File: src/design/fdg_consts.svh
// Purpose: Constants for the flash driver pin function and capture block
// Assumes: 200 MHz core clock
// Notes: Offsets, field positions, reset values and timing counts
`ifndef FDG_CONSTS_SVH
`define FDG_CONSTS_SVH

// ----------------------------------------
// Register map
// ----------------------------------------
`define FDG_OFS_PIN_FUNC 8'h20
`define FDG_OFS_CAP_LVL 8'h21
`define FDG_PIN_FUNC_RST 8'h00
`define FDG_CAP_RST 8'h00

// ----------------------------------------
// Pin function fields
// ----------------------------------------
`define FDG_B_A_CTRL 0
`define FDG_B_A_DIR 1
`define FDG_B_A_DATA 2
`define FDG_B_B_CTRL 3
`define FDG_B_B_DIR 4
`define FDG_B_B_DATA 5
`define FDG_B_INT_EN 6

// ----------------------------------------
// Timing
// ----------------------------------------
`define FDG_CLK_MHZ 200
`define FDG_TRIP_US 250
`define FDG_FLASH_US 8
`define FDG_TRIP_CYC (`FDG_TRIP_US * `FDG_CLK_MHZ)
`define FDG_FLASH_CYC (`FDG_FLASH_US * `FDG_CLK_MHZ)

`endif

File: src/design/fdg_pkg.sv
// Purpose: Types for the flash driver pin function and capture block
// Assumes: Nothing
// Notes: Field order matches the register bit order
package fdg_pkg;

  typedef struct packed {
    logic spare;
    logic int_en;
    logic b_data;
    logic b_dir;
    logic b_ctrl;
    logic a_data;
    logic a_dir;
    logic a_ctrl;
  } fdg_pin_func_t;

  typedef struct packed {
    logic vinf;
    logic vin;
    logic ntc;
  } fdg_evt_t;

  typedef struct packed {
    logic [3:0] led_b;
    logic [3:0] led_a;
  } fdg_code_t;

  typedef enum logic [2:0] {
    FDG_ST_FREE = 3'b001,
    FDG_ST_HALF = 3'b010,
    FDG_ST_ARMED = 3'b100
  } fdg_setup_t;

endpackage

File: src/design/fdg_flash_gpio_top.sv
// Purpose: TX pin GPIO/interrupt control and last flash level capture
// Assumes: Register strobes come from the serial interface decoder
// Notes: Pins are split into input, output and active-low enable
`timescale 1ns/100ps
`default_nettype none
`include "fdg_consts.svh"

module fdg_flash_gpio_top #(
  parameter int TRIP_CYC = `FDG_TRIP_CYC,
  parameter int FLASH_CYC = `FDG_FLASH_CYC
) (
  input wire logic I_CORE_CLK,
  input wire logic I_NRST,
  input wire logic I_REG_WR,
  input wire logic I_REG_RD,
  input wire logic [7:0] I_REG_ADDR,
  input wire logic [7:0] I_REG_WDATA,
  output logic [7:0] O_REG_RDATA,
  output logic O_REG_RVALID,
  input wire logic I_PIN_A_IN,
  output logic O_PIN_A_OUT,
  output logic O_PIN_A_OE_N,
  input wire logic I_PIN_B_IN,
  output logic O_PIN_B_OUT,
  output logic O_PIN_B_OE_N,
  input wire logic I_INT_REQ,
  input wire logic I_HW_TORCH_EN,
  input wire logic I_FLASH_DONE,
  output logic O_TX1_LVL,
  output logic O_TORCH_LVL,
  output logic O_TX2_LVL,
  output logic O_TORCH_BIT_CLR,
  input wire logic I_NTC_EN,
  input wire logic I_VIN_MON_EN,
  input wire logic I_SUPPLY_FLASH_THRESHOLD_EN,
  input wire logic I_NTC_BELOW,
  input wire logic I_VIN_BELOW,
  input wire logic I_SUPPLY_FLASH_THRESHOLD_BELOW,
  input wire logic [3:0] I_LED_A_CODE,
  input wire logic [3:0] I_LED_B_CODE,
  output fdg_pkg::fdg_evt_t O_FLAG_SET
);

  // ----------------------------------------
  // Reset release
  // ----------------------------------------
  logic rst_q1;
  logic rst_n;

  always_ff @(posedge I_CORE_CLK or negedge I_NRST) begin
    if (!I_NRST) begin
      rst_q1 <= 1'b0;
      rst_n <= 1'b0;
    end else begin
      rst_q1 <= 1'b1;
      rst_n <= rst_q1;
    end
  end

  // ----------------------------------------
  // Input synchronisers
  // ----------------------------------------
  logic [4:0] sync_lvl;

  fdg_sync #(.W(5)) u_sync (
    .i_clk(I_CORE_CLK),
    .i_rst_n(rst_n),
    .i_async({I_SUPPLY_FLASH_THRESHOLD_BELOW, I_VIN_BELOW, I_NTC_BELOW, I_PIN_B_IN, I_PIN_A_IN}),
    .o_sync(sync_lvl)
  );

  wire pin_a_s = sync_lvl[0];
  wire pin_b_s = sync_lvl[1];

  // ----------------------------------------
  // Setup sequence
  // ----------------------------------------
  function automatic fdg_pkg::fdg_setup_t setup_next(
    input fdg_pkg::fdg_setup_t st,
    input logic ctrl,
    input logic same
  );
    case (st)
      fdg_pkg::FDG_ST_FREE: begin
        setup_next = ctrl ? fdg_pkg::FDG_ST_HALF : fdg_pkg::FDG_ST_FREE;
      end
      fdg_pkg::FDG_ST_HALF: begin
        setup_next = !ctrl ? fdg_pkg::FDG_ST_FREE :
                     (same ? fdg_pkg::FDG_ST_ARMED : fdg_pkg::FDG_ST_HALF);
      end
      fdg_pkg::FDG_ST_ARMED: begin
        setup_next = ctrl ? fdg_pkg::FDG_ST_ARMED : fdg_pkg::FDG_ST_FREE;
      end
      default: begin
        setup_next = fdg_pkg::FDG_ST_FREE;
      end
    endcase
  endfunction

  fdg_pkg::fdg_pin_func_t gpio_q;
  fdg_pkg::fdg_pin_func_t gpio_d;
  fdg_pkg::fdg_setup_t a_st_q;
  fdg_pkg::fdg_setup_t b_st_q;
  logic [7:0] last_wr_q;
  fdg_pkg::fdg_code_t cap_q;

  wire wr_hit = I_REG_WR && (I_REG_ADDR == `FDG_OFS_PIN_FUNC);
  wire same_wr = (I_REG_WDATA == last_wr_q);
  wire w_a_ctrl = I_REG_WDATA[`FDG_B_A_CTRL];
  wire w_a_dir = I_REG_WDATA[`FDG_B_A_DIR];
  wire w_b_ctrl = I_REG_WDATA[`FDG_B_B_CTRL];
  wire w_b_dir = I_REG_WDATA[`FDG_B_B_DIR];

  // Input pins store the pin level at each write, outputs keep written data
  assign gpio_d.spare = 1'b0;
  assign gpio_d.int_en = I_REG_WDATA[`FDG_B_INT_EN];
  assign gpio_d.b_ctrl = w_b_ctrl;
  assign gpio_d.b_dir = w_b_dir;
  assign gpio_d.b_data = (w_b_ctrl && !w_b_dir) ? pin_b_s : I_REG_WDATA[`FDG_B_B_DATA];
  assign gpio_d.a_ctrl = w_a_ctrl;
  assign gpio_d.a_dir = w_a_dir;
  assign gpio_d.a_data = (w_a_ctrl && !w_a_dir) ? pin_a_s : I_REG_WDATA[`FDG_B_A_DATA];

  always_ff @(posedge I_CORE_CLK or negedge rst_n) begin
    if (!rst_n) begin
      gpio_q <= `FDG_PIN_FUNC_RST;
      last_wr_q <= 8'h00;
      a_st_q <= fdg_pkg::FDG_ST_FREE;
      b_st_q <= fdg_pkg::FDG_ST_FREE;
    end else if (wr_hit) begin
      gpio_q <= gpio_d;
      last_wr_q <= I_REG_WDATA;
      a_st_q <= setup_next(a_st_q, w_a_ctrl, same_wr);
      b_st_q <= setup_next(b_st_q, w_b_ctrl, same_wr);
    end
  end

  // ----------------------------------------
  // Pin drive
  // ----------------------------------------
  wire a_drv = (a_st_q == fdg_pkg::FDG_ST_ARMED) && gpio_q.a_ctrl && gpio_q.a_dir;
  wire b_drv = (b_st_q == fdg_pkg::FDG_ST_ARMED) && gpio_q.b_ctrl && gpio_q.b_dir;
  wire b_int = b_drv && gpio_q.int_en;
  wire b_out_d = b_int ? 1'b0 : gpio_q.b_data;
  wire b_oe_n_d = b_int ? !I_INT_REQ : !b_drv;
  wire torch_sel = !gpio_q.a_ctrl && I_HW_TORCH_EN;

  logic pin_a_out_q;
  logic pin_a_oe_n_q;
  logic pin_b_out_q;
  logic pin_b_oe_n_q;
  logic tx1_q;
  logic torch_q;
  logic tx2_q;
  logic torch_clr_q;

  always_ff @(posedge I_CORE_CLK or negedge rst_n) begin
    if (!rst_n) begin
      pin_a_out_q <= 1'b0;
      pin_a_oe_n_q <= 1'b1;
      pin_b_out_q <= 1'b0;
      pin_b_oe_n_q <= 1'b1;
      tx1_q <= 1'b0;
      torch_q <= 1'b0;
      tx2_q <= 1'b0;
      torch_clr_q <= 1'b0;
    end else begin
      pin_a_out_q <= gpio_q.a_data;
      pin_a_oe_n_q <= !a_drv;
      pin_b_out_q <= b_out_d;
      pin_b_oe_n_q <= b_oe_n_d;
      tx1_q <= !gpio_q.a_ctrl && !I_HW_TORCH_EN && pin_a_s;
      torch_q <= torch_sel && pin_a_s;
      tx2_q <= !gpio_q.b_ctrl && pin_b_s;
      torch_clr_q <= I_FLASH_DONE && I_HW_TORCH_EN;
    end
  end

  // ----------------------------------------
  // Event qualification and capture
  // ----------------------------------------
  logic [2:0] qual;
  logic [2:0] fire;
  fdg_pkg::fdg_evt_t flag_q;

  assign qual[0] = sync_lvl[2] && I_NTC_EN;
  assign qual[1] = sync_lvl[3] && I_VIN_MON_EN;
  assign qual[2] = sync_lvl[4] && I_SUPPLY_FLASH_THRESHOLD_EN;

  fdg_dly #(.N(TRIP_CYC)) u_dly_ntc (
    .i_clk(I_CORE_CLK),
    .i_rst_n(rst_n),
    .i_lvl(qual[0]),
    .o_pulse(fire[0])
  );

  fdg_dly #(.N(TRIP_CYC)) u_dly_vin (
    .i_clk(I_CORE_CLK),
    .i_rst_n(rst_n),
    .i_lvl(qual[1]),
    .o_pulse(fire[1])
  );

  fdg_dly #(.N(FLASH_CYC)) u_dly_vinf (
    .i_clk(I_CORE_CLK),
    .i_rst_n(rst_n),
    .i_lvl(qual[2]),
    .o_pulse(fire[2])
  );

  always_ff @(posedge I_CORE_CLK or negedge rst_n) begin
    if (!rst_n) begin
      flag_q <= 3'b000;
      cap_q <= `FDG_CAP_RST;
    end else begin
      flag_q <= fire;
      if (|fire) begin
        cap_q <= {I_LED_B_CODE, I_LED_A_CODE};
      end
    end
  end

  // ----------------------------------------
  // Register read
  // ----------------------------------------
  wire [7:0] rd_mux = (I_REG_ADDR == `FDG_OFS_PIN_FUNC) ? gpio_q :
                      (I_REG_ADDR == `FDG_OFS_CAP_LVL) ? cap_q : 8'h00;
  logic [7:0] rdata_q;
  logic rvalid_q;

  always_ff @(posedge I_CORE_CLK or negedge rst_n) begin
    if (!rst_n) begin
      rdata_q <= 8'h00;
      rvalid_q <= 1'b0;
    end else begin
      rvalid_q <= I_REG_RD;
      if (I_REG_RD) begin
        rdata_q <= rd_mux;
      end
    end
  end

  assign O_REG_RDATA = rdata_q;
  assign O_REG_RVALID = rvalid_q;
  assign O_PIN_A_OUT = pin_a_out_q;
  assign O_PIN_A_OE_N = pin_a_oe_n_q;
  assign O_PIN_B_OUT = pin_b_out_q;
  assign O_PIN_B_OE_N = pin_b_oe_n_q;
  assign O_TX1_LVL = tx1_q;
  assign O_TORCH_LVL = torch_q;
  assign O_TX2_LVL = tx2_q;
  assign O_TORCH_BIT_CLR = torch_clr_q;
  assign O_FLAG_SET = flag_q;

  // ----------------------------------------
  // Checks
  // ----------------------------------------
  logic [15:0] hold_q [3];

  always_ff @(posedge I_CORE_CLK or negedge rst_n) begin
    if (!rst_n) begin
      for (int i = 0; i < 3; i++) begin
        hold_q[i] <= 16'h0000;
      end
    end else begin
      for (int i = 0; i < 3; i++) begin
        hold_q[i] <= !qual[i] ? 16'h0000 : (&hold_q[i] ? hold_q[i] : hold_q[i] + 16'h0001);
      end
    end
  end
endmodule // fdg_flash_gpio_top

`default_nettype wire

File: src/design/fdg_sync.sv
// Purpose: Two-stage synchroniser for pin and comparator levels
// Assumes: Inputs are asynchronous levels
// Notes: First stage feeds only the second stage
`timescale 1ns/100ps
`default_nettype none

module fdg_sync #(
  parameter int W = 1
) (
  input wire logic i_clk,
  input wire logic i_rst_n,
  input wire logic [W-1:0] i_async,
  output logic [W-1:0] o_sync
);

  logic [W-1:0] meta_q;
  logic [W-1:0] sync_q;

  always_ff @(posedge i_clk or negedge i_rst_n) begin
    if (!i_rst_n) begin
      meta_q <= '0;
      sync_q <= '0;
    end else begin
      meta_q <= i_async;
      sync_q <= meta_q;
    end
  end

  assign o_sync = sync_q;

endmodule // fdg_sync

`default_nettype wire

File: src/design/fdg_dly.sv
// Purpose: Qualify a level held for N cycles, emit one pulse
// Assumes: Input is already synchronous
// Notes: Pulse appears N cycles after the level first rises
`timescale 1ns/100ps
`default_nettype none

module fdg_dly #(
  parameter int N = 1600
) (
  input wire logic i_clk,
  input wire logic i_rst_n,
  input wire logic i_lvl,
  output logic o_pulse
);

  localparam int CW = $clog2(N + 1);
  localparam logic [CW-1:0] LAST = CW'(N - 1);

  logic [CW-1:0] cnt_q;
  logic fired_q;
  logic pulse_q;
  wire hit = i_lvl && !fired_q && (cnt_q == LAST);

  always_ff @(posedge i_clk or negedge i_rst_n) begin
    if (!i_rst_n) begin
      cnt_q <= '0;
      fired_q <= 1'b0;
      pulse_q <= 1'b0;
    end else begin
      cnt_q <= (i_lvl && cnt_q != LAST) ? cnt_q + 1'b1 : (i_lvl ? cnt_q : '0);
      fired_q <= i_lvl && (fired_q || hit);
      pulse_q <= hit;
    end
  end

  assign o_pulse = pulse_q;

endmodule // fdg_dly

`default_nettype wire

File: config.mk
export PLATFORM = sky130hd
export DESIGN_NAME = fdg_flash_gpio_top
export DESIGN_NICKNAME = d
export VERILOG_FILES = /design/src/design/fdg_pkg.sv /design/src/design/fdg_flash_gpio_top.sv /design/src/design/fdg_sync.sv /design/src/design/fdg_dly.sv
export VERILOG_INCLUDE_DIRS = /design/src /design/src/design
export SDC_FILE = /design/constraint.sdc
export NUM_CORES = 1
export LEC_CHECK = 0
export BUFFER_PORTS_ARGS = -buffer_cell sky130_fd_sc_hd__buf_2
export CAP_MARGIN = 20
export CORE_MARGIN = 4
export CORE_UTILIZATION = 62
export CTS_BUF_LIST = sky130_fd_sc_hd__clkbuf_4 sky130_fd_sc_hd__clkbuf_8 sky130_fd_sc_hd__clkbuf_16
export DETAILED_ROUTE_END_ITERATION = 8
export HOLD_SLACK_MARGIN = 0.03
export PLACE_DENSITY = 0.85
export SLEW_MARGIN = 15
export SYNTH_ARGS = -nofsm -noshare
export SYNTH_HDL_FRONTEND = slang
export SYNTH_SLANG_ARGS = --single-unit
File: constraint.sdc
create_clock -name I_CORE_CLK -period 4.59 [get_ports I_CORE_CLK]
set_input_delay 0.459 -clock I_CORE_CLK [delete_from_list [all_inputs] [get_ports I_CORE_CLK]]
set_output_delay 0.459 -clock I_CORE_CLK [all_outputs]
set_load 0.005 [all_outputs]
# Word level (Yosys, flattened, before mapping)
# Index checks and enable logic that the tools add are counted.
[word_totals] ram_bits=0 out_inout_bits=20 elab_cells=124 n_memories=0 ff_bits=110 latch_bits=0 rom_bits=0 inputBits=39
[op_classes] addsub=3 eq_ne=18 magnitude_cmp=0 muxes=21 bitwise=0 n_shift=0 reduce_logical=44 div=0 n_mul=0
[op_table] cell="2-to-1 mux 16 bit" n=4
[op_table] cell="adder 16 x 1 -> 16 bit (second input constant)" n=2
[op_table] cell="equality test 16 bit (second input constant)" n=2
[op_table] cell="!= test 16 bit (second input constant)" n=2
[op_table] cell="logical AND 1 bit" n=29
[op_table] cell="2-to-1 mux 11 bit" n=2
[op_table] cell="case mux 3 bit (3 select lines)" n=2
[op_table] cell="equality test 8 x 6 -> 1 bit (second input constant)" n=2
[op_table] cell="2-to-1 mux 8 bit" n=2
[op_table] cell="2-to-1 mux 3 bit" n=5
[op_table] cell="adder 11 x 1 -> 11 bit (second input constant)" n=1
[op_table] cell="equality test 11 bit (second input constant)" n=1
[op_table] cell="zero test 1 bit" n=11
[op_table] cell="!= test 11 bit (second input constant)" n=1
[op_table] cell="equality test 8 bit" n=1
[op_table] cell="equality test 3 x 1 -> 1 bit (second input constant)" n=2
[op_table] cell="equality test 3 x 2 -> 1 bit (second input constant)" n=2
[op_table] cell="equality test 3 bit (second input constant)" n=2
[op_table] cell="!= test 2 x 1 -> 1 bit (second input constant)" n=3
[op_table] cell="2-to-1 mux 1 bit" n=4
[op_table] cell="2-to-1 mux 2 bit" n=2
[op_table] cell="logical OR 1 bit" n=3
[op_table] cell="OR reduction 3 bit" n=1

# Logic depth before layout (Yosys ltp)
# Gate-level depths: netlist (run 1).
[depth] ltp_word=5 mapped_depth=6 mapped_depth_nobuf=5

# Hierarchy
# Synthesis (run 1) repeated with hierarchy kept, for this count alone.
[hier_totals] hier_cells=420 hier_area_um2=4938.5
[by_module_without_submodules] module="fdg_dly (u_dly_ntc ...)" area_per_inst_um2=993.5 instances=2 seq_area_each_um2=450.4 cells_each=94
[by_module_without_submodules] module="fdg_flash_gpio_top" area_per_inst_um2=1983.2 instances=1 seq_area_each_um2=1156.1 cells_each=158
[by_module_without_submodules] module="fdg_dly (u_dly_vinf)" area_per_inst_um2=718.2 instances=1 seq_area_each_um2=325.3 cells_each=64
[by_module_without_submodules] module="fdg_sync" area_per_inst_um2=250.2 instances=1 seq_area_each_um2=250.2 cells_each=10

# Worst setup path before layout (run 1)
# Ideal clock, no wire load.
[synth_timing] path_kind="reg-to-reg" from="register u_dly_ntc.cnt_q[12]" to="register u_dly_ntc.cnt_q[2]" synth_period_minus_slack_ns=1.858 path_buffers=1 arrival_time_ns=1.738 required_time_ns=4.470 setup_slack_ns=2.732 setup_ns=0.120 stages_incl_launch_ff=5 cell_sequence="dfrtp_1 > or4b_1 > or4_1 > buf_2 > a31o_1"
[synth_via] elab_chain_cells=3 word_cells_on_any_way=4 classes_between="eq/ne (2); mux (1); reduce/logical (1)"
[synth_lines] item="from (decl)" line="fdg_dly.sv:19" text="logic [CW-1:0] cnt_q;"
[synth_lines] item="from (signal assigned)" line="fdg_dly.sv:30" text="cnt_q <= (i_lvl && cnt_q != LAST) ? cnt_q + 1'b1 : (i_lvl ? cnt_q : '0);"
[synth_lines] item="!= test 16 bit (*)" line="fdg_dly.sv:30"
[synth_lines] item="logical AND 1 bit (*)" line="fdg_dly.sv:30"
[synth_lines] item="!= test 2 x 1 -> 1 bit (no source line) / 2-to-1 mux 16 bit (equally long branches)"
# Every way passes the cells marked *; elsewhere a longest branch is shown, timed or not.
# A chain may end at the register's enable or synchronous reset.

# Worst setup path in the final report (run 1)
[layout_timing] from="input port I_REG_ADDR[4]" to="register a_st_q[2]"
[layout_via] elab_chain_cells=2
[layout_lines] item="from (decl)" line="fdg_flash_gpio_top.sv:16" text="input wire logic [7:0] I_REG_ADDR,"
[layout_lines] item="equality test 8 x 6 -> 1 bit (no source line)"
[layout_lines] item="logical AND 1 bit" line="fdg_flash_gpio_top.sv:107" text="wire wr_hit = I_REG_WR && (I_REG_ADDR == `FDG_OFS_PIN_FUNC);"
[layout_lines] item="to (signal assigned)" line="fdg_flash_gpio_top.sv:128" text="a_st_q <= fdg_pkg::FDG_ST_FREE;"
[layout_lines] item="to (signal assigned)" line="fdg_flash_gpio_top.sv:133" text="a_st_q <= setup_next(a_st_q, w_a_ctrl, same_wr);"
[layout_lines] item="to (decl)" line="fdg_flash_gpio_top.sv:102" text="fdg_pkg::fdg_setup_t a_st_q;"
# Every way passes these cells.

==> impl_metrics.py, run 1 <==
metrics = {
    "synth": {
        "yosysSeqAreaShare_pct": 57.28,
        "synth_cell_types": 55,
        "synth_edf_count": 0,
        "netlist_instances": 418,
        "ys.flop_type": "dfrtp_1",
        "ys_seq_elements": 105,
        "yosysWarnings": 0,
        "async_flop_share_pct": 100.0,
        "syn_area_per_cell_um2": 10.99,
        "synth.cell_area_mm2": 0.004596,
        "syn_nets": 460,
    },
    "layout": {
        "nNetsFinal": 520,
        "drive_above_1_share_pct": 22.57,
        "final_cell_mix": "100 x dfrtp_1, 58 x buf_2, 50 x nor2_1, 26 x nand2_1, 23 x xnor2_1",
        "instances_no_fill": 582,
        "syn_to_final_growth_pct": 13.50,
        "postLayoutCellArea_mm2": 0.005216,
        "fillCellCount": 529,
        "final_common_cell": "dfrtp_1",
        "final_util_pct": 72.30,
        "diodes": 0,
    },
    "sta": {
        "worstMarginPinSlew_ns": 0.9057,
        "holdWs_ns": 0.1985,
        "relSlewSlack_pct": 39.06,
        "grt_setup_unrepaired": "false",
        "finalCritPeriodShare_pct": 48.85,
        "fin_crit_ns": 2.242,
        "skew_ns": 0.01246,
        "setup_viol_count_final": 0,
        "fmax_ghz": 0.4460,
        "hold_viol": 0,
        "finalWorstSetupSlack_ns": 2.348,
        "maxSlewViolCount": 0,
        "finalSetupTns_ns": 0,
    },
    "floorplan": {
        "rows": 31,
        "die_x_um": 94.10,
        "ios": 59,
        "start_util_pct": 63.70,
        "die_area_mm2": 0.008854,
        "die_h_um": 94.10,
        "core_area_mm2": 0.007214,
    },
    "placed_design": {
        "dp.cells": 565,
        "place_hpwl_mm": 6.340,
        "place_area_mm2": 0.004982,
        "gp_congestion": 0.8393,
        "post-place-ws_ns": 1.933,
        "io_buffers": 58,
    },
    "critical_path": {
        "critPathTopFamily": "simple AND/OR/NAND/NOR gates",
        "cp-end-kind": "flop",
        "cpPeakStageDelay_ns": 0.76,
        "arrival_ns": 2.53,
        "path_buf_inv": 1,
        "criticalPathCategory": "primary input to flop",
        "path_cells": "buf_2 > nor4b_1 > nand4b_1 > or3_1 > o21ai_0",
        "critPathLaunchType": "primary input",
        "cpMaxStageDelayCell": "nand4b_1",
        "critical_path.max_fanout": 20,
        "worstPathRequired_ns": 4.88,
    },
    "cts": {
        "post_cts_buffers": 0,
        "root_buffer": "clkbuf_8",
        "cts_buffers": 9,
        "cts_resized": 0,
        "cts_max_level": 3,
        "clk_pin_slew_ns": 0.10,
        "clk_latency_ns": 0.36,
        "tritoncts": "built",
        "clock_sinks": 105,
        "cts.path.max_buffers": 2,
        "ctsHoldBuffers": 1,
    },
    "drt": {
        "drc": 0,
        "vias": 3364,
        "detail_route.iter0.violations": 190,
        "wire_per_inst_um": 15.62,
        "drt_wl_total_mm": 9.093,
        "routed_via_density": 5.780,
        "ant_nets": 0,
        "drt_first_pass_iters": 4,
    },
    "global_routing": {
        "grtUsageTotal_pct": 22.49,
        "antenna_found_initial": 0,
        "grt_pass1_vias": 3281,
        "grt-ovfl-total": 0,
        "grt_max_degree": 56,
        "grt_pass1_wl_mm": 15.46,
    },
    "power_and_ir_drop": {
        "peakVddDrop_mv": 0.2128,
        "finalPower_mw": 1.693,
        "power_leakage_nw": 2.308,
        "power_density_mw_per_mm2": 324.6,
    },
    "run_status": {
        "status": "finished clean",
    },
    "hold_path": {
        "holdCritPathClass": "primary input to flop",
    },
    "flow_run": {
        "maxCapViolations": 0,
    },
}
-- sequential cells by signal (all words and copies together), names as in the netlist, 2 cells and up --
name              cells
u_dly_vinf.cnt_q     11
u_sync.o_sync         5
last_wr_q             8
u_dly_vin.cnt_q      16
cap_q                 8
O_REG_RDATA           8
gpio_q                2
b_st_q                3
a_st_q                3
u_sync.meta_q         5
u_dly_ntc.cnt_q      16
O_FLAG_SET            3
-- cell usage after synthesis, types with 5 or more instances --
master    number  area share [%]
xnor2_1       23             4.4
mux2i_1        5             1.1
nand2_1       26             2.1
nor2b_1        5            0.68
xor2_1         6             1.1
inv_1          8            0.65
a22oi_1        8             1.3
nand3_1       14             1.5
a31oi_1        8             1.1
and2_1         5            0.68
clkbuf_1      10            0.82
or3_1          6            0.82
nor2_1        50             4.1
nor3_1        16             1.7
o21ai_0       14             1.5
nor4_1         9             1.2
mux2_2        17             4.2
nand4_1       11             1.5
dfrtp_1      101              55
a21oi_1       20             2.2
-- layer usage --
layer,up-vias,share of wire (%),track usage (%)
met5,-,0,0
met4,0,1.3,7.220
met3,10,4.9,4.407
met2,99,51,37.85
met1,1638,43,29.41
li1,1617,-,-
-- final cells by class --
type                            instances  area (um^2)  area share [%]
Tap cell                               99        123.9           2.375
Sequential cell                       105         2636           50.54
Clock inverter                          5        78.83           1.511
Multi-Input combinational cell        293         1887           36.17
Clock buffer                           11        145.1           2.782
Inverter                                8        30.03          0.5757
Timing Repair Buffer                   61        315.3           6.045
-- power by group --
part           internal [mW]  leakage, nW  switching [mW]  total, mW
Sequential             0.950         1.38          0.0274      0.978
Combinational         0.0420        0.814          0.0469     0.0890
Clock                  0.328        0.117           0.299      0.626
-- worst paths after layout --
check,to,cells past startpoint,slack (ns),start
max,a_st_q[2]$_DFFE_PN0P_,5,2.35,I_REG_ADDR[4]
min reg2reg,u_sync.o_sync[0]$_DFF_PN0_,0,0.35,u_sync.meta_q[0]$_DFF_PN0_
max reg2reg,u_dly_ntc.cnt_q[1]$_DFFE_PN0P_,4,2.57,u_dly_ntc.cnt_q[12]$_DFFE_PN0P_
min,u_sync.meta_q[4]$_DFF_PN0_,1,0.20,I_SUPPLY_FLASH_THRESHOLD_BELOW
min in group asynchronous,u_sync.o_sync[2]$_DFF_PN0_,0,0.39,rst_n$_DFF_PN0_
max in group asynchronous,O_TX2_LVL$_DFF_PN0_,1,3.13,rst_n$_DFF_PN0_
-- cells by family after synthesis --
group                    count (synthesis)  synth area share [%]
AO/OA/AOI/OAI                           65                 8.931
XOR/XNOR                                29                 5.527
adder cells (fa/ha/maj)                  3                0.8169
buffers and inverters                   20                 1.661
flip-flops                             105                 57.28
multiplexers                            22                 5.255
other                                    1               0.08160
AND/OR/NAND/NOR                        173                 20.45
(Power assumes the default switching activity.)
==> run 2, diff against run 1 <==
--- a/config.mk
+++ b/config.mk
@@ -6,14 +6,15 @@
 export SDC_FILE = /design/constraint.sdc
 export NUM_CORES = 1
 export LEC_CHECK = 0
+export ABC_AREA = 1
 export BUFFER_PORTS_ARGS = -buffer_cell sky130_fd_sc_hd__buf_2
 export CAP_MARGIN = 20
 export CORE_MARGIN = 4
-export CORE_UTILIZATION = 62
+export CORE_UTILIZATION = 58
 export CTS_BUF_LIST = sky130_fd_sc_hd__clkbuf_4 sky130_fd_sc_hd__clkbuf_8 sky130_fd_sc_hd__clkbuf_16
 export DETAILED_ROUTE_END_ITERATION = 8
 export HOLD_SLACK_MARGIN = 0.03
-export PLACE_DENSITY = 0.85
+export PLACE_DENSITY = 0.8
 export SLEW_MARGIN = 15
 export SYNTH_ARGS = -nofsm -noshare
 export SYNTH_HDL_FRONTEND = slang
==> constraint.sdc (replaced) <==
create_clock -name I_CORE_CLK -period 2.2 [get_ports I_CORE_CLK]
set_input_delay 0.22 -clock I_CORE_CLK [delete_from_list [all_inputs] [get_ports I_CORE_CLK]]
set_output_delay 0.22 -clock I_CORE_CLK [all_outputs]
set_load 0.005 [all_outputs]
==> impl_metrics.py, run 2 <==
metrics = {
    "hold_path": {
        "holdCritPathClass": "primary input to flop",
        "hold_start": "I_FLASH_DONE",
        "min_to": "O_TORCH_BIT_CLR$_DFF_PN0_",
        "holdPathStages": 3,
    },
    "cts": {
        "tritoncts": "built",
        "cts.path.max_buffers": 2,
        "cts_max_level": 3,
        "clk_pin_slew_ns": 0.09,
        "post_cts_buffers": 0,
        "clk_latency_ns": 0.37,
        "root_buffer": "clkbuf_8",
        "clock_sinks": 105,
        "ctsHoldBuffers": 8,
        "cts_resized": 0,
        "cts_buffers": 9,
    },
    "critical_path": {
        "critPathTopFamily": "simple AND/OR/NAND/NOR gates",
        "criticalPathCategory": "flop to flop",
        "cp-end-kind": "flop",
        "crit_path_frequent_cell": "nand2_1",
        "path_cells": "ha_1 > nand2_1 > inv_1 > nand2_1 > inv_1 > nand2_1 > nor2_1 > xor2_1 > nor2_1",
        "cpPeakStageDelay_ns": 0.43,
        "r2r_end": "u_dly_vin.cnt_q[12]$_DFFE_PN0P_",
        "rrSetupSlack_ns": 0.64,
        "cpMaxStageDelayCell": "dfrtp_1",
        "worstPathRequired_ns": 2.44,
        "reg2reg_depth": 9,
        "arrival_ns": 1.80,
        "path_buf_inv": 2,
        "critPathLaunchType": "flop",
        "critical_path.max_fanout": 6,
        "r2r-start": "u_dly_vin.cnt_q[0]$_DFFE_PN0P_",
    },
    "global_routing": {
        "antenna_found_initial": 0,
        "grt-ovfl-total": 0,
        "grt_max_degree": 43,
        "grt_pass1_vias": 3611,
        "grtUsageTotal_pct": 20.50,
        "grt_pass1_wl_mm": 16.27,
    },
    "power_and_ir_drop": {
        "power_leakage_nw": 2.605,
        "switching_share_pct": 24.10,
        "power_switching_mw": 0.8273,
        "power_frac_comb_pct": 6.2,
        "clkPwrFrac_pct": 34.8,
        "p_int_mw": 2.605,
        "power_density_mw_per_mm2": 627.6,
        "peakVddDrop_mv": 0.4197,
        "finalPower_mw": 3.433,
        "seq_power_share_pct": 59.0,
    },
    "layout": {
        "final_cell_mix": "106 x nand2_1, 100 x dfrtp_1, 58 x inv_1, 58 x buf_2, 56 x nor2_1",
        "top_regs": "u_dly_ntc.cnt_q (16), u_dly_vin.cnt_q (16), u_dly_vinf.cnt_q (11)",
        "diodes": 0,
        "syn_to_final_growth_pct": 14.69,
        "nNetsFinal": 647,
        "final_common_cell": "nand2_1",
        "instances_no_fill": 712,
        "drive_above_1_share_pct": 18.69,
    },
    "sta": {
        "grt_setup_unrepaired": "false",
        "relSlewSlack_pct": 63.09,
        "setup_viol_count_final": 0,
        "finalCritPeriodShare_pct": 70.99,
        "maxSlewViolCount": 0,
        "fmax_ghz": 0.6403,
        "finalSetupTns_ns": 0,
        "worstMarginPinSlew_ns": 0.5537,
        "skew_ns": 0.01509,
        "hold_viol": 0,
        "fin_crit_ns": 1.562,
    },
    "synth": {
        "synth-xor-area-share_pct": 3.306,
        "synth-simple-area-share_pct": 24.01,
        "yosysSeqAreaShare_pct": 55.21,
        "synth_compound_area_share_pct": 8.869,
        "ys_seq_elements": 105,
        "synth_most_common_cell": "nand2_1",
        "netlist_instances": 531,
        "synth.cell_area_mm2": 0.004768,
        "synthTopCellsByCount": "106 x nand2_1, 101 x dfrtp_1, 58 x inv_1",
        "syn_nets": 573,
        "synth_area_leaders": "dfrtp_1 53%, nand2_1 8.3%, inv_1 4.6%",
        "yosys.area.top_type_share_pct": 53.00,
        "ys.flop_type": "dfrtp_1",
        "async_flop_share_pct": 100.0,
        "syn_area_per_cell_um2": 8.980,
        "yosysTopAreaCell": "dfrtp_1",
        "synth_cell_types": 41,
        "synth_top_family_by_area": "simple AND/OR/NAND/NOR gates",
        "muxShareOfSynthArea_pct": 1.889,
        "yosysWarnings": 0,
        "synth_fa_ha_area_share_pct": 0.7872,
        "synth_edf_count": 0,
    },
    "placed_design": {
        "dp.cells": 688,
        "gp_congestion": 0.8619,
        "place_hpwl_mm": 6.932,
        "io_buffers": 58,
    },
    "floorplan": {
        "die_area_mm2": 0.009736,
        "start_util_pct": 60.76,
        "rows": 32,
        "ios": 59,
        "die_h_um": 98.67,
        "die_x_um": 98.67,
        "core_area_mm2": 0.007848,
    },
    "drt": {
        "detail_route.iter0.violations": 136,
        "wire_per_inst_um": 13.28,
        "drt_wl_total_mm": 9.456,
        "vias": 3819,
        "drc": 0,
        "ant_nets": 0,
        "routed_via_density": 5.364,
        "drt_first_pass_iters": 4,
    },
    "run_status": {
        "status": "finished clean",
    },
    "flow_run": {
        "maxCapViolations": 0,
    },
}
==> run 2: changes by cell type in the layout (fill, tap and decap cells not counted), moves of 9 or more <==
cell     delta
o21ai_0    +12
nand3_1    +15
mux2_2      -9
a21oi_1    +22
nand2_1    +80
inv_1      +50
xnor2_1    -16
==> run 2: power by group through the flow <==
| stage | registers, mW | clock network, mW | logic, mW |
|---|---|---|---|
| floorplan | 2.07 | 0 | 0.0950 |
| global placement | 2.06 | 0 | 0.195 |
| detailed placement | 2.07 | 0 | 0.202 |
| CTS | 2.03 | 1.23 | 0.214 |
| global route | 2.04 | 1.32 | 0.243 |
| finish | 2.03 | 1.19 | 0.212 |
==> run 2: cell families after synthesis <==
family | after synthesis
multiplexers | 8
adder cells (fa/ha/maj) | 3
AO/OA/AOI/OAI | 79
XOR/XNOR | 18
flip-flops | 105
AND/OR/NAND/NOR | 249
other | 1
buffers and inverters | 68
==> run 2: worst max-delay path by stage <==
stage / startpoint / end / slack (ns) / depth (start not counted)
6_report: u_dly_vin.cnt_q[0]$_DFFE_PN0P_ / u_dly_vin.cnt_q[12]$_DFFE_PN0P_ / 0.64 / 9
2_1_floorplan: rst_n$_DFF_PN0_ / O_FLAG_SET[0]$_DFF_PN0_ / 0.44 / 0
4_1_cts: u_dly_ntc.cnt_q[0]$_DFFE_PN0P_ / u_dly_ntc.cnt_q[14]$_DFFE_PN0P_ / 0.67 / 8
3_3_place_gp: I_REG_ADDR[3] / b_st_q[1]$_DFFE_PN0P_ / 0.78 / 10
5_1_grt: u_dly_vin.cnt_q[0]$_DFFE_PN0P_ / u_dly_vin.cnt_q[12]$_DFFE_PN0P_ / 0.48 / 9
3_5_place_dp: u_dly_ntc.cnt_q[0]$_DFFE_PN0P_ / u_dly_ntc.cnt_q[14]$_DFFE_PN0P_ / 0.71 / 8
==> run 2: per-stage QoR <==
step	hold slack (ns)	setup slack, ns	utilization (%)	area (um^2)
after global routing	0.04156	0.4776	69.69	5469
final	0.04593	0.6383	69.69	5469
after global placement	0.004279	0.7817	66.10	5187
after floorplan	-0.07559	0.4436	-	4770
after detailed placement	0.008117	0.7052	66.10	5187
after CTS	0.03107	0.6743	69.69	5469
==> run 2: worst reg2reg max path, stage by stage (launching register included) <==
cell	delay [ns]
dfrtp_1	0.43
ha_1	0.20
nand2_1	0.13
inv_1	0.12
nand2_1	0.08
inv_1	0.09
nand2_1	0.07
nor2_1	0.11
xor2_1	0.16
nor2_1	0.05
==> run 2: layout make-up <==
class                      instances  area, um^2
clock buffer                       9       123.9
fill                             618        2379
timing repair buffer              70       412.9
clock inverter                     7       77.57
sequential                       105        2636
inverter                          61       234.0
tap                              102       127.6
multi-input combinational        358        1857
==> run 2: layer usage <==
layer  up-vias  track usage (%)  part of all wire [%]
met5         -                0                     0
li1       1887                -                     -
met2       108            34.06                    48
met1      1813            27.40                    45
met3        11            3.609                   5.1
met4         0            7.038                   1.8
==> run 3, diff against run 2 <==
==> constraint.sdc (replaced) <==
create_clock -name I_CORE_CLK -period 1.45 [get_ports I_CORE_CLK]
set_input_delay 0.145 -clock I_CORE_CLK [delete_from_list [all_inputs] [get_ports I_CORE_CLK]]
set_output_delay 0.145 -clock I_CORE_CLK [all_outputs]
set_load 0.005 [all_outputs]
==> impl_metrics.py, run 3 (synthesis results as in run 2) <==
metrics = {
    "run_status": {
        "status": "finished clean",
    },
    "floorplan": {
        "start_util_pct": 60.76,
        "core_area_mm2": 0.007848,
        "rows": 32,
        "die_area_mm2": 0.009736,
        "ios": 59,
        "die_h_um": 98.67,
        "die_x_um": 98.67,
    },
    "critical_path": {
        "criticalPathCategory": "flop to flop",
        "worstPathRequired_ns": 1.73,
        "rrSetupSlack_ns": 0.03,
        "critical_path.max_fanout": 4,
        "cp-end-kind": "flop",
        "critPathLaunchType": "flop",
        "arrival_ns": 1.70,
    },
    "drt": {
        "routed_via_density": 5.477,
        "vias": 4091,
        "drt_first_pass_iters": 5,
        "detail_route.iter0.violations": 192,
        "drt_wl_total_mm": 10.83,
        "ant_nets": 0,
        "wire_per_inst_um": 14.49,
        "drc": 0,
    },
    "layout": {
        "sequential_cell_area_mm2": 0.002641,
        "nNetsFinal": 682,
        "multi_input_area_mm2": 0.001964,
        "final_util_pct": 75.16,
        "final_common_cell": "nand2_1",
        "drive_above_1_share_pct": 25.43,
        "fillCellCount": 542,
        "top_regs": "u_dly_ntc.cnt_q (16), u_dly_vin.cnt_q (16), u_dly_vinf.cnt_q (11)",
        "diodes": 0,
        "syn_to_final_growth_pct": 23.69,
        "final_cell_mix": "101 x nand2_1, 96 x dfrtp_1, 58 x buf_2, 53 x inv_1, 51 x nor2_1",
        "instances_no_fill": 747,
    },
    "sta": {
        "finalCritPeriodShare_pct": 98.20,
        "fin_crit_ns": 1.424,
        "finalSetupTns_ns": 0,
        "skew_ns": 0.01174,
        "fmax_ghz": 0.7023,
        "grt_setup_unrepaired": "true",
        "hold_viol": 0,
        "setup_viol_count_final": 0,
        "finalWorstSetupSlack_ns": 0.02609,
        "maxSlewViolCount": 0,
    },
    "placed_design": {
        "io_buffers": 58,
        "dp.cells": 697,
        "post-place-ws_ns": -0.009041,
        "gp_congestion": 0.9243,
        "place_hpwl_mm": 7.344,
    },
    "cts": {
        "cts_max_level": 3,
        "clk_latency_ns": 0.37,
        "cts_buffers": 9,
        "cts.path.max_buffers": 2,
        "clk_pin_slew_ns": 0.10,
        "clock_sinks": 105,
        "tritoncts": "built",
        "root_buffer": "clkbuf_8",
    },
    "global_routing": {
        "grt_pass1_vias": 4001,
        "grt_pass1_wl_mm": 17.64,
        "grt-ovfl-total": 0,
        "antenna_found_initial": 0,
        "grtUsageTotal_pct": 22.07,
        "grt_max_degree": 55,
    },
    "power_and_ir_drop": {
        "peakVddDrop_mv": 0.5093,
        "finalPower_mw": 5.345,
        "power_density_mw_per_mm2": 906.2,
        "power_leakage_nw": 2.805,
    },
    "flow_run": {
        "maxCapViolations": 0,
    },
    "hold_path": {
        "holdCritPathClass": "primary input to flop",
    },
}
==> run 3: changes by cell type in the layout (fill, tap and decap cells not counted), sizes merged <==
cell / change
dlygate4sd3: +13
clkinv: -1
inv: -2
buf: +22
clkbuf: +3
==> run 3: worst paths after layout <==
check                                                 end  cells past startpoint                            start
max in group asynchronous           b_st_q[0]$_DFFE_PN1P_                      1                  rst_n$_DFF_PN0_
min in group asynchronous                 rst_n$_DFF_PN0_                      2                           I_NRST
hold / removal                   last_wr_q[4]$_DFFE_PN0P_                      3                   I_REG_WDATA[4]
setup / recovery           u_dly_ntc.cnt_q[0]$_DFFE_PN0P_                      5  u_dly_ntc.cnt_q[12]$_DFFE_PN0P_
setup reg to reg           u_dly_ntc.cnt_q[0]$_DFFE_PN0P_                      5  u_dly_ntc.cnt_q[12]$_DFFE_PN0P_
hold reg to reg            u_dly_vin.cnt_q[9]$_DFFE_PN0P_                      1                  rst_n$_DFF_PN0_
==> run 3: final cells by class <==
cell class,instances,area share (%)
Sequential cell,105,44.78
Multi-Input combinational cell,358,33.30
Timing Repair Buffer,105,12.22
Inverter,61,3.967
Clock buffer,12,2.694
Tap cell,102,2.164
Clock inverter,4,0.8697
==> run 3: routing by layer <==
layer  vias to the layer above  GRT usage, %  part of all wire [%]  routed length [um]
met5                         -             0                     0                   0
met4                         0         7.878                   2.3                 246
met3                        29         4.812                   5.4                 582
met2                       152         37.91                    52                5682
met1                      1955         27.62                    40                4313
li1                       1955             -                     -                   -
==> run 3: power by group <==
| group | switching, mW | total (mW) | internal, mW |
|---|---|---|---|
| Sequential | 0.0540 | 3.05 | 3.00 |
| Clock | 0.980 | 1.89 | 0.913 |
| Combinational | 0.221 | 0.398 | 0.177 |
==> run 3: stage by stage <==
| stage | cell area [um^2] | hold slack, ns |
|---|---|---|
| floorplan | 4772 | -0.1506 |
| global placement | 5268 | -0.07105 |
| detailed placement | 5268 | -0.06917 |
| CTS | 5707 | 0.05965 |
| global route | 5898 | 0.07805 |
| finish | 5898 | 0.06765 |
==> run 3: repair_timing <==
action	4_1_cts	5_1_grt
setup buffers	0	13
endpoints found under the hold margin	23	0
hold buffers	21	0
pin swaps	0	15
resized for setup	3	33
endpoints found under the setup margin	6	32
==> run 3: worst max-delay path, stage by stage (launching register included) <==
cell and delay, ns:
dfrtp_1 0.42, nor2_1 0.20, nand3_1 0.12, nor3_1 0.37
nand4_1 0.14, o21ai_0 0.10
